$ cat src/design/sensor_config_regs.vh
// Constants for the sensor readout configuration register bank.
// Behaviour
// - All registers load their defaults on reset.
// - Total line count at 1, default 3072, overhead-synced.
// - Thirty-two row origins at 2..33, zero, overhead-synced.
// - Thirty-two row extents at 34..65, zero, overhead-synced.
// - Decimation offset 66 (0), step 67 (1), overhead-synced.
// - Register 68 filter, binning, decimation bits, default 9.
// - Two-bit mirror field at 69, default 0, immediate.
// - Register 70 dual/external exposure enables, quiescent only.
// - Integration time 24 bits at 71/72, default 1536.
// - Second integration time at 73/74, default 1536.
// - Two knee points at 75..78, zero, integration-synced.
// - Slope count at 79, default 1, integration-synced.
// - Frame count at 80, default 1, frame-request synced.
// - Register 81 upper-bank disable and lane mode.
// - Overhead class written idle/overhead, applied at overhead end.
// - Integration class written idle/overhead, latched at integration.
// - Frame class written idle, latched at frame request.
// - Quiescent and immediate classes apply at once.
`ifndef SENSOR_CONFIG_REGS_VH
`define SENSOR_CONFIG_REGS_VH

`define ADDR_W              7
`define DATA_W              16
`define REG_COUNT           85
`define ADDR_LAST           7'h54
`define WINDOW_COUNT        32

`define ADDR_RESERVED_ZERO  7'h00
`define ADDR_TOTAL_LINES    7'h01
`define ADDR_ORIGIN_FIRST   7'h02
`define ADDR_ORIGIN_LAST    7'h21
`define ADDR_EXTENT_FIRST   7'h22
`define ADDR_EXTENT_LAST    7'h41
`define ADDR_DEC_OFFSET     7'h42
`define ADDR_DEC_STEP       7'h43
`define ADDR_FEATURE_CTRL   7'h44
`define ADDR_MIRROR         7'h45
`define ADDR_EXPOSURE_CTRL  7'h46
`define ADDR_INT_TIME_LO    7'h47
`define ADDR_INT_TIME_HI    7'h48
`define ADDR_INT2_TIME_LO   7'h49
`define ADDR_INT2_TIME_HI   7'h4A
`define ADDR_KNEE1_LO       7'h4B
`define ADDR_KNEE1_HI       7'h4C
`define ADDR_KNEE2_LO       7'h4D
`define ADDR_KNEE2_HI       7'h4E
`define ADDR_SLOPE_COUNT    7'h4F
`define ADDR_FRAME_COUNT    7'h50
`define ADDR_LANE_CTRL      7'h51
`define ADDR_TUNING_A       7'h52
`define ADDR_TUNING_B       7'h53
`define ADDR_TUNING_C       7'h54

`define RST_ZERO            16'h0000
`define RST_TOTAL_LINES     16'h0C00
`define RST_DEC_STEP        16'h0001
`define RST_FEATURE_CTRL    16'h0009
`define RST_INT_TIME_LO     16'h0600
`define RST_SLOPE_COUNT     16'h0001
`define RST_FRAME_COUNT     16'h0001
`define RST_TUNING_A        16'h1632
`define RST_TUNING_B        16'h1705
`define RST_TUNING_C        16'h0082

`define MASK_FULL           16'hFFFF
`define MASK_NONE           16'h0000
`define MASK_HIGH_BYTE      16'h00FF
`define MASK_TWO_BITS       16'h0003
`define MASK_FEATURE        16'h000F
`define MASK_LANE_CTRL      16'h003F

`define BIT_FILTER_HI       3
`define BIT_BINNING         2
`define BIT_DECIMATION      1
`define BIT_FILTER_LO       0
`define BIT_DUAL_EXPOSURE   1
`define BIT_EXT_EXPOSURE    0
`define BIT_UPPER_DISABLE   5
`define LANE_MODE_MSB       4

`define CLASS_ANY           3'h0
`define CLASS_OVERHEAD      3'h1
`define CLASS_FRAME         3'h2
`define CLASS_EXPOSURE      3'h3
`define CLASS_IMMEDIATE     3'h4
`define CLASS_QUIESCENT     3'h5
`define CLASS_UNMAPPED      3'h7

`endif

$ cat src/design/sensor_readout_config_regs.v
// Sensor readout configuration register bank with class-synchronised apply.
`include "sensor_config_regs.vh"

module sensor_readout_config_regs (
    input  wire                       core_clk,
    input  wire                       resetn,
    input  wire                       wr_en,
    input  wire                       rd_en,
    input  wire [`ADDR_W-1:0]         addr,
    input  wire [`DATA_W-1:0]         wdata,
    output reg  [`DATA_W-1:0]         rdata,
    output reg                        rd_valid,
    output reg                        wr_accept,
    output reg                        wr_refused,
    input  wire                       sensor_idle,
    input  wire                       in_overhead,
    input  wire                       overhead_end,
    input  wire                       integration_start,
    input  wire                       frame_request,
    output wire [`DATA_W-1:0]         total_line_count,
    output wire [16*`WINDOW_COUNT-1:0] window_row_origin,
    output wire [16*`WINDOW_COUNT-1:0] window_row_extent,
    output wire [`DATA_W-1:0]         decimation_offset,
    output wire [`DATA_W-1:0]         decimation_step,
    output wire [1:0]                 filter_mode,
    output wire                       binning_enable,
    output wire                       decimation_enable,
    output wire [1:0]                 readout_mirror,
    output wire                       dual_exposure_enable,
    output wire                       external_exposure_enable,
    output wire [23:0]                integration_time,
    output wire [23:0]                second_integration_time,
    output wire [23:0]                knee_point_one,
    output wire [23:0]                knee_point_two,
    output wire [1:0]                 slope_count,
    output wire [`DATA_W-1:0]         frame_count,
    output wire                       upper_bank_disable,
    output wire [4:0]                 lane_mode,
    output wire [`DATA_W-1:0]         quiescent_tuning_a,
    output wire [`DATA_W-1:0]         quiescent_tuning_b,
    output wire [`DATA_W-1:0]         quiescent_tuning_c
);

    // Update class of each address; decides both write window and apply moment.
    function [2:0] reg_class;
        input [`ADDR_W-1:0] a;
        begin
            if (a == `ADDR_RESERVED_ZERO) begin
                reg_class = `CLASS_ANY;
            end else if (a <= `ADDR_DEC_STEP) begin
                reg_class = `CLASS_OVERHEAD;
            end else if (a == `ADDR_MIRROR) begin
                reg_class = `CLASS_IMMEDIATE;
            end else if (a >= `ADDR_INT_TIME_LO && a <= `ADDR_SLOPE_COUNT) begin
                reg_class = `CLASS_EXPOSURE;
            end else if (a == `ADDR_FRAME_COUNT) begin
                reg_class = `CLASS_FRAME;
            end else if (a <= `ADDR_LAST) begin
                reg_class = `CLASS_QUIESCENT;
            end else begin
                reg_class = `CLASS_UNMAPPED;
            end
        end
    endfunction

    // Implemented bits of each address; the rest stay zero so whole-word writes are safe.
    function [`DATA_W-1:0] field_mask;
        input [`ADDR_W-1:0] a;
        begin
            case (a)
                `ADDR_FEATURE_CTRL:  field_mask = `MASK_FEATURE;
                `ADDR_MIRROR:        field_mask = `MASK_TWO_BITS;
                `ADDR_EXPOSURE_CTRL: field_mask = `MASK_TWO_BITS;
                `ADDR_INT_TIME_HI:   field_mask = `MASK_HIGH_BYTE;
                `ADDR_INT2_TIME_HI:  field_mask = `MASK_HIGH_BYTE;
                `ADDR_KNEE1_HI:      field_mask = `MASK_HIGH_BYTE;
                `ADDR_KNEE2_HI:      field_mask = `MASK_HIGH_BYTE;
                `ADDR_SLOPE_COUNT:   field_mask = `MASK_TWO_BITS;
                `ADDR_LANE_CTRL:     field_mask = `MASK_LANE_CTRL;
                default: begin
                    field_mask = (a <= `ADDR_LAST) ? `MASK_FULL : `MASK_NONE;
                end
            endcase
        end
    endfunction

    // Default value of each address after reset.
    function [`DATA_W-1:0] reset_value;
        input [`ADDR_W-1:0] a;
        begin
            case (a)
                `ADDR_TOTAL_LINES:  reset_value = `RST_TOTAL_LINES;
                `ADDR_DEC_STEP:     reset_value = `RST_DEC_STEP;
                `ADDR_FEATURE_CTRL: reset_value = `RST_FEATURE_CTRL;
                `ADDR_INT_TIME_LO:  reset_value = `RST_INT_TIME_LO;
                `ADDR_INT2_TIME_LO: reset_value = `RST_INT_TIME_LO;
                `ADDR_SLOPE_COUNT:  reset_value = `RST_SLOPE_COUNT;
                `ADDR_FRAME_COUNT:  reset_value = `RST_FRAME_COUNT;
                `ADDR_TUNING_A:     reset_value = `RST_TUNING_A;
                `ADDR_TUNING_B:     reset_value = `RST_TUNING_B;
                `ADDR_TUNING_C:     reset_value = `RST_TUNING_C;
                default:            reset_value = `RST_ZERO;
            endcase
        end
    endfunction

    reg  [2:0]                cur_class;
    reg                       write_allowed;
    wire [16*`REG_COUNT-1:0]  stage_bus;
    wire [16*`REG_COUNT-1:0]  apply_bus;
    wire                      write_ok;

    // Write window check. Out-of-window writes are dropped rather than staged, so a
    // misbehaving controller cannot tear a frame that is already being read out.
    always @* begin
        cur_class = reg_class(addr);
        case (cur_class)
            `CLASS_ANY:       write_allowed = 1'b1;
            `CLASS_OVERHEAD:  write_allowed = sensor_idle | in_overhead;
            `CLASS_EXPOSURE:  write_allowed = sensor_idle | in_overhead;
            `CLASS_IMMEDIATE: write_allowed = sensor_idle | in_overhead;
            `CLASS_FRAME:     write_allowed = sensor_idle;
            `CLASS_QUIESCENT: write_allowed = sensor_idle;
            default:          write_allowed = 1'b0;
        endcase
    end

    assign write_ok = wr_en & write_allowed;

    // One staged word and one applied word per address.
    genvar a;
    generate
        for (a = 0; a < `REG_COUNT; a = a + 1) begin : gen_reg
            localparam [`ADDR_W-1:0] ADDR = a;
            localparam [2:0]         CLS  = reg_class(ADDR);
            reg  [`DATA_W-1:0] stage_reg;
            reg  [`DATA_W-1:0] apply_reg;
            reg  [`DATA_W-1:0] stage_next;
            reg  [`DATA_W-1:0] apply_next;
            reg                apply_now;

            // Stage the write; reserved bits are forced to zero.
            always @* begin
                stage_next = stage_reg;
                if (write_ok && addr == ADDR) begin
                    stage_next = wdata & field_mask(ADDR);
                end
            end

            // Pick the moment the staged value reaches the readout logic. The staged
            // next value is used so a write in the same cycle as the event is kept.
            always @* begin
                case (CLS)
                    `CLASS_OVERHEAD: apply_now = overhead_end;
                    `CLASS_EXPOSURE: apply_now = integration_start;
                    `CLASS_FRAME:    apply_now = frame_request;
                    default:         apply_now = 1'b1;
                endcase
                apply_next = apply_now ? stage_next : apply_reg;
            end

            // Both copies load the default on reset.
            always @(posedge core_clk) begin
                if (!resetn) begin
                    stage_reg <= reset_value(ADDR);
                    apply_reg <= reset_value(ADDR);
                end else begin
                    stage_reg <= stage_next;
                    apply_reg <= apply_next;
                end
            end

            assign stage_bus[16*a +: 16] = stage_reg;
            assign apply_bus[16*a +: 16] = apply_reg;
        end
    endgenerate

    // Readback shows the programmed value, not the applied one; unmapped reads return zero.
    always @(posedge core_clk) begin
        if (!resetn) begin
            rdata      <= `RST_ZERO;
            rd_valid   <= 1'b0;
            wr_accept  <= 1'b0;
            wr_refused <= 1'b0;
        end else begin
            rd_valid   <= rd_en;
            wr_accept  <= write_ok;
            wr_refused <= wr_en & ~write_allowed;
            if (rd_en) begin
                if (addr <= `ADDR_LAST) begin
                    rdata <= stage_bus[16*addr +: 16];
                end else begin
                    rdata <= `RST_ZERO;
                end
            end
        end
    end

    // Row windows: one origin and one extent per window.
    genvar w;
    generate
        for (w = 0; w < `WINDOW_COUNT; w = w + 1) begin : gen_win
            assign window_row_origin[16*w +: 16] =
                apply_bus[16*(`ADDR_ORIGIN_FIRST + w) +: 16];
            assign window_row_extent[16*w +: 16] =
                apply_bus[16*(`ADDR_EXTENT_FIRST + w) +: 16];
        end
    endgenerate

    // Field extraction from the applied copies.
    assign total_line_count  = apply_bus[16*`ADDR_TOTAL_LINES +: 16];
    assign decimation_offset = apply_bus[16*`ADDR_DEC_OFFSET +: 16];
    assign decimation_step   = apply_bus[16*`ADDR_DEC_STEP +: 16];
    assign filter_mode       = {apply_bus[16*`ADDR_FEATURE_CTRL + `BIT_FILTER_HI],
                                apply_bus[16*`ADDR_FEATURE_CTRL + `BIT_FILTER_LO]};
    assign binning_enable    = apply_bus[16*`ADDR_FEATURE_CTRL + `BIT_BINNING];
    assign decimation_enable = apply_bus[16*`ADDR_FEATURE_CTRL + `BIT_DECIMATION];
    assign readout_mirror    = apply_bus[16*`ADDR_MIRROR +: 2];
    assign dual_exposure_enable     =
        apply_bus[16*`ADDR_EXPOSURE_CTRL + `BIT_DUAL_EXPOSURE];
    assign external_exposure_enable =
        apply_bus[16*`ADDR_EXPOSURE_CTRL + `BIT_EXT_EXPOSURE];
    assign integration_time  = {apply_bus[16*`ADDR_INT_TIME_HI +: 8],
                                apply_bus[16*`ADDR_INT_TIME_LO +: 16]};
    assign second_integration_time = {apply_bus[16*`ADDR_INT2_TIME_HI +: 8],
                                      apply_bus[16*`ADDR_INT2_TIME_LO +: 16]};
    assign knee_point_one    = {apply_bus[16*`ADDR_KNEE1_HI +: 8],
                                apply_bus[16*`ADDR_KNEE1_LO +: 16]};
    assign knee_point_two    = {apply_bus[16*`ADDR_KNEE2_HI +: 8],
                                apply_bus[16*`ADDR_KNEE2_LO +: 16]};
    assign slope_count       = apply_bus[16*`ADDR_SLOPE_COUNT +: 2];
    assign frame_count       = apply_bus[16*`ADDR_FRAME_COUNT +: 16];
    assign upper_bank_disable = apply_bus[16*`ADDR_LANE_CTRL + `BIT_UPPER_DISABLE];
    assign lane_mode         = apply_bus[16*`ADDR_LANE_CTRL +: (`LANE_MODE_MSB + 1)];
    assign quiescent_tuning_a = apply_bus[16*`ADDR_TUNING_A +: 16];
    assign quiescent_tuning_b = apply_bus[16*`ADDR_TUNING_B +: 16];
    assign quiescent_tuning_c = apply_bus[16*`ADDR_TUNING_C +: 16];

endmodule // sensor_readout_config_regs

$ cat config.mk
export PLATFORM = sky130hd
export DESIGN_NAME = sensor_readout_config_regs
export DESIGN_NICKNAME = d
export VERILOG_FILES = /design/src/design/sensor_readout_config_regs.v
export VERILOG_INCLUDE_DIRS = /design/src /design/src/design
export SDC_FILE = /design/constraint.sdc
export NUM_CORES = 2
export LEC_CHECK = 0
export BUFFER_PORTS_ARGS = -buffer_cell sky130_fd_sc_hd__buf_2
export CAP_MARGIN = 5
export CORE_ASPECT_RATIO = 0.8
export CORE_MARGIN = 10
export CORE_UTILIZATION = 43
export CTS_CLUSTER_DIAMETER = 60
export DETAILED_ROUTE_END_ITERATION = 8
export SETUP_SLACK_MARGIN = 0.3
export SLEW_MARGIN = 0
export SYNTH_ARGS = -nofsm -noshare
export SYNTH_HDL_FRONTEND = slang
export SYNTH_SLANG_ARGS = --single-unit
$ cat constraint.sdc
create_clock -name core_clk -period 3.26 [get_ports core_clk]
set_clock_uncertainty 0.15 [all_clocks]
set_input_delay 0.489 -clock core_clk [delete_from_list [all_inputs] [get_ports core_clk]]
set_output_delay 0.489 -clock core_clk [all_outputs]
set_load 0.01 [all_outputs]
======== Word-level counts from Yosys, hierarchy flattened ========
Cells that the tools add are included.
operators by class
  order comparisons ....................... 4
  equal/unequal tests ..................... 89
  shifts and indexed selects .............. 1
  mux-type cells .......................... 85
  bitwise logic cells ..................... 4
  reduce and logical (&&, ||, !) cells .... 90
operators by type and width
  operator                                                         count
  1360-bit by 12-bit variable part select with 16-bit output       1
  16-bit 2-to-1 mux                                                78
  7-bit by 6-bit == test with 1-bit output, second input constant  32
  7-bit == test, second input constant                             21
  7-bit by 5-bit == test with 1-bit output, second input constant  16
  1-bit logical AND                                                86
  7-bit by 4-bit == test with 1-bit output, second input constant  8
  7-bit by 3-bit == test with 1-bit output, second input constant  4
  7-bit less-or-equal comparator, second input constant            3
  3-bit 2-to-1 mux                                                 5
  7-bit by 2-bit == test with 1-bit output, second input constant  2
  7-bit by 1-bit == test with 1-bit output, second input constant  1
  7-bit greater-or-equal comparator, second input constant         1
  7-bit zero test                                                  1
  3-bit by 2-bit == test with 1-bit output, second input constant  2
  3-bit == test, second input constant                             2
  3-bit by 1-bit == test with 1-bit output, second input constant  1
  3-bit zero test                                                  1
  1-bit case mux with 3 select lines                               1
  3-bit OR reduction                                               1
  1-bit AND                                                        2
  2-bit 2-to-1 mux                                                 1
  2-bit OR reduction                                               1
  1-bit NOT                                                        1
  1-bit OR                                                         1
word-level totals
  flip-flop bits (word level) ............. 2515
  input port bits ......................... 32
  output and inout bits ................... 1267
  logic and storage cells ................. 439

======== Depth between registers and ports, before layout ========
  depth in word-level cells ............... 13
  depth in mapped cells ................... 12
  depth with buffers taken out ............ 6

======== Worst setup path after synthesis ========
Ideal clock, no wire load.
  kind .................................... input-to-reg
  start ................................... input port addr[0]
  end ..................................... register rdata[6]
  library setup time ...................... 139 ps
  data arrival time ....................... 2461 ps
  required time ........................... 2971 ps
  slack ................................... 510 ps
  stages .................................. 9
  path buffers ............................ 4
  path through ............................ buf_4 > buf_6 > buf_2 > buf_4 > mux4_2 > mux2i_1 > nor2_1 > a2111oi_0 > a32oi_1
on the way
  longest elaborated chain between the ends .. 2
  elaborated cells on any way between the ends .. 3
  those cells by class .................... order compare: 1; shift: 1; mux: 1
ends and longest elaborated chain
  what                                                                                                          line                              source
  from (decl)                                                                                                   sensor_readout_config_regs.v:9    input wire [`ADDR_W-1:0] addr,
  1360-bit by 12-bit variable part select with 16-bit output or 7-bit less-or-equal comparator (tied branches)  -
  16-bit 2-to-1 mux *                                                                                           sensor_readout_config_regs.v:190  if (addr <= `ADDR_LAST) begin
  to (signal assigned)                                                                                          sensor_readout_config_regs.v:181  rdata <= `RST_ZERO;
  to (signal assigned)                                                                                          sensor_readout_config_regs.v:191  rdata <= stage_bus[16*addr +: 16];
  to (signal assigned)                                                                                          sensor_readout_config_regs.v:193  rdata <= `RST_ZERO;
  to (decl)                                                                                                     sensor_readout_config_regs.v:11   output reg [`DATA_W-1:0] rdata,
Every way passes the cells marked *; elsewhere a longest branch is shown, timed or not.
A chain may end at the register's enable or synchronous reset.

======== Final worst setup path ========
  start ................................... input port addr[4]
  end ..................................... register gen_reg[1].apply_reg[2] (netlist: total_line_count[2])
on the way
  longest elaborated chain between the ends .. 13
  elaborated cells on any way between the ends .. 27
  those cells by class .................... order compare: 4; eq/ne: 8; mux: 8; bitwise: 1; reduce/logical: 6
ends and longest elaborated chain
  what                                                                       line                              source
  7-bit less-or-equal comparator (no source line)                            -
  2-bit 2-to-1 mux                                                           sensor_readout_config_regs.v:58   end else if (a <= `ADDR_LAST) begin
  3-bit 2-to-1 mux                                                           sensor_readout_config_regs.v:56   end else if (a == `ADDR_FRAME_COUNT) begin
  3-bit 2-to-1 mux                                                           sensor_readout_config_regs.v:54   end else if (a >= `ADDR_INT_TIME_LO && a <= `ADDR_SLOPE_COUNT) begin
  3-bit 2-to-1 mux                                                           sensor_readout_config_regs.v:52   end else if (a == `ADDR_MIRROR) begin
  3-bit 2-to-1 mux                                                           sensor_readout_config_regs.v:50   end else if (a <= `ADDR_DEC_STEP) begin
  3-bit 2-to-1 mux                                                           sensor_readout_config_regs.v:48   if (a == `ADDR_RESERVED_ZERO) begin
  3-bit == test, or another cell as far along                                sensor_readout_config_regs.v:117  case (cur_class)
  3-bit OR reduction (no source line) or 2-bit OR reduction (tied branches)  -
  1-bit case mux with 3 select lines                                         sensor_readout_config_regs.v:117
  1-bit AND                                                                  sensor_readout_config_regs.v:128  assign write_ok = wr_en & write_allowed;
  1-bit logical AND *                                                        sensor_readout_config_regs.v:145  if (write_ok && addr == ADDR) begin
  16-bit 2-to-1 mux *                                                        sensor_readout_config_regs.v:145
  to (signal assigned)                                                       sensor_readout_config_regs.v:166  apply_reg <= reset_value(ADDR);
  to (signal assigned)                                                       sensor_readout_config_regs.v:169  apply_reg <= apply_next;
  to (decl)                                                                  sensor_readout_config_regs.v:137  reg [`DATA_W-1:0] apply_reg;
Marked as above.

==> results.ini <==
[clock_tree]
cts_resized = 0
root_buffer = clkbuf_16
cts_setup_buffers = 0
cts_buffers = 246
cts_tree = done
cts_buffer_depth = 4
clk_transition_reported_paths_ps = 60
insertion_delay_ps = 960
clock_sinks = 2469
cts_max_level = 4

[power]
power_frac_comb = 0.083
intPower_mw = 50.4
ir_worst_vdd_mv = 0.467
switchingPower_mw = 17.3
sw_frac_of_total = 0.256
power_mw = 67.7
power_density_mw_per_mm2 = 558
cellLeakagePower_nw = 49.8
pwr-share-seq = 0.465
clkPwrFrac = 0.451

[status]
outcome = finished clean

[critical_path]
crit_path_end_kind = register
crit_top_cell = buf_12
crit_slowest_cell = o211ai_4
path_buf_inv = 5
worstSetupPathType = in -> reg
cp.arrival_ps = 3600
critPathRequiredTime_ps = 3910
cpPeakStageDelay_ps = 740
worstPathMaxFanout = 19
crit_chain = dlygate4sd3_1, buf_2, buf_4, nor3_4, nand3_1, o21ai_4, buf_12, buf_12, o211ai_4, mux2i_1, a21oi_1
critPathTopFamily = buffers and inverters
cp-start-kind = primary input
r2r_setup_slack_ps = 700

[route]
routed_via_density = 6.13
post-route-drc-count = 0
ant_nets = 0
drt_wl_total_mm = 511
post_drt_wl_per_cell_um = 36.1
drt-initial-drc-count = 12300
first_pass_iters = 6
vias = 86800

[cells_and_area]
largest_register_ffs = 1202
multiInputGateArea_sq_mm = 0.0436
n_fill_cell = 20100
mostFrequentLayoutCells = dfxtp_1 (2469), buf_2 (1276), a21oi_1 (1210)
layout.nets = 11000
register_area_sq_mm = 0.0494
drive_above_1_share = 0.272
areaGrowthSynthToFinish_pct = 25.3
layout_commonest_cell = dfxtp_1

[sta]
final-setup-viol-count = 0
tightest_slew_ps = 1100
report.final.slew_viol_count = 0
finalCriticalPeriod_ps = 2950
rsz0062_at_grt = false
max_freq_mhz = 339
post-route-period-util = 0.905
hold_slack_ps = 90.2
final-hold-violation-count = 0
slew_headroom = 0.267

[placement]
gp_congestion = 1.01
port_buffers = 1298
place_hpwl_mm = 387

[logic_synthesis]
avgSynthCellArea_sq_um = 10.3
async_reset_ff_frac = 0
synth.distinct_cells = 73
synth_nets = 9444
ys_ff_latch = 2469
netlist_top_cells_area = dfxtp_1 (51%), mux2i_1 (8.3%), nor2b_1 (7.8%)
yosysTopAreaCell = dfxtp_1
yosys_warnings = 0
synthFlopType = dfxtp_1
synth_seq_area_share = 0.511
synth_top_area_share = 0.511
synth.cell_area_sq_mm = 0.0968
synth_cells = 9412
synth-edff-count = 0

[global_route]
grt_max_degree = 219
grt_overflow_total = 0
grt_pass1_vias = 80600
grtUsageTotal = 0.396
antenna_found_initial = 62
grt_pass1_wl_mm = 684

[floorplanning]
core_sq_mm = 0.224
die_h_um = 444
io_pins = 1299
die_area_sq_mm = 0.245
rows = 155
die_x_um = 551
initial_core_util = 0.433

[job]
maxCapViolCount = 0

[worst_hold_path]
hold_class = in -> reg

[worst paths after layout]
kind / start / end / depth (start not counted)
min: addr[6] / rdata[10] / 5
max: addr[4] / total_line_count[2] / 11
min reg2reg: gen_reg[0].stage_reg[1] / gen_reg[0].stage_reg[1] / 2
max reg2reg: gen_reg[19].stage_reg[9] / rdata[9] / 5
[through the flow]
| stage | util | cell area [sq um] | setup TNS (ps) | instances | worst slack, ps |
|---|---|---|---|---|---|
| 6_report | 0.543 | 121000 | 0 | 14200 | 311 |
| 5_1_grt | 0.542 | 121000 | 0 | 14100 | 300 |
| 4_1_cts | 0.542 | 121000 | 0 | 14100 | 416 |
| 3_5_place_dp | 0.503 | 112000 | -22.9 | 13700 | -22.9 |
| 3_3_place_gp | 0.503 | 112000 | -33.9 | 13700 | -33.9 |
| 2_1_floorplan | - | 96800 | 0 | 9412 | 510 |
[cells in the mapped netlist, types with 8 or more instances]
library cell	instances
buf_4	57
a22oi_1	553
nand2b_1	8
a32oi_1	9
nand3_1	37
buf_1	46
nand2_1	219
a21oi_1	1210
o211ai_4	28
and3_1	90
nor2_1	41
o21ai_0	1209
o22ai_1	17
buf_6	10
o211ai_2	30
dfxtp_1	2469
nor3_1	18
mux4_2	294
mux2_2	12
and2_1	38
clkbuf_1	685
mux2i_1	807
o211ai_1	15
buf_2	131
a21boi_0	35
nor2b_1	1211
[cell type report]
cell class | instances | share of cell area
Antenna cell | 27 | 0.000557
Tap cell | 2983 | 0.0308
Inverter | 8 | 0.000289
Clock buffer | 358 | 0.0607
Sequential cell | 2469 | 0.407
Clock inverter | 91 | 0.0105
Timing Repair Buffer | 2210 | 0.130
Multi-Input combinational cell | 6006 | 0.359
[tightest hold or removal path, delay by kind of cell]
family	cells	cell delay [ps]
and+or+nand+nor	1	90
buffers and inverters	3	460
AOI/OAI and AO/OA	1	70
[power groups by stage]
stage | logic, mW | clock network [mW] | registers [mW]
6_report | 5.65 | 30.6 | 31.5
5_1_grt | 5.87 | 31.9 | 31.5
4_1_cts | 5.54 | 30.6 | 31.5
3_5_place_dp | 5.49 | 0 | 32.2
3_3_place_gp | 5.47 | 0 | 32.1
2_1_floorplan | 2.45 | 0 | 32.2
[routing by layer]
metal | part of all wire | track usage | up-vias
li1 | - | - | 36900
met1 | 0.39 | 0.503 | 43500
met2 | 0.42 | 0.583 | 5148
met3 | 0.11 | 0.121 | 1166
met4 | 0.078 | 0.249 | 32
met5 | 0.00039 | 0 | -
[kinds of logic (layout without fill, tap and decap cells)]
family | after synthesis | in the layout | synth area share
other | 0 | 27 | 0
flip-flops | 2469 | 2469 | 0.511
AO/OA/AOI/OAI | 3183 | 3183 | 0.191
AND/OR/NAND/NOR | 1710 | 1710 | 0.104
buffers and inverters | 937 | 2667 | 0.0410
multiplexers | 1113 | 1113 | 0.153
[what timing repair did]
item,in CTS,in global routing
hold endpoints to repair,107,0
setup endpoints to repair,0,1
hold buffers,16,0
Note: power is estimated with default switching activity, not from simulation.
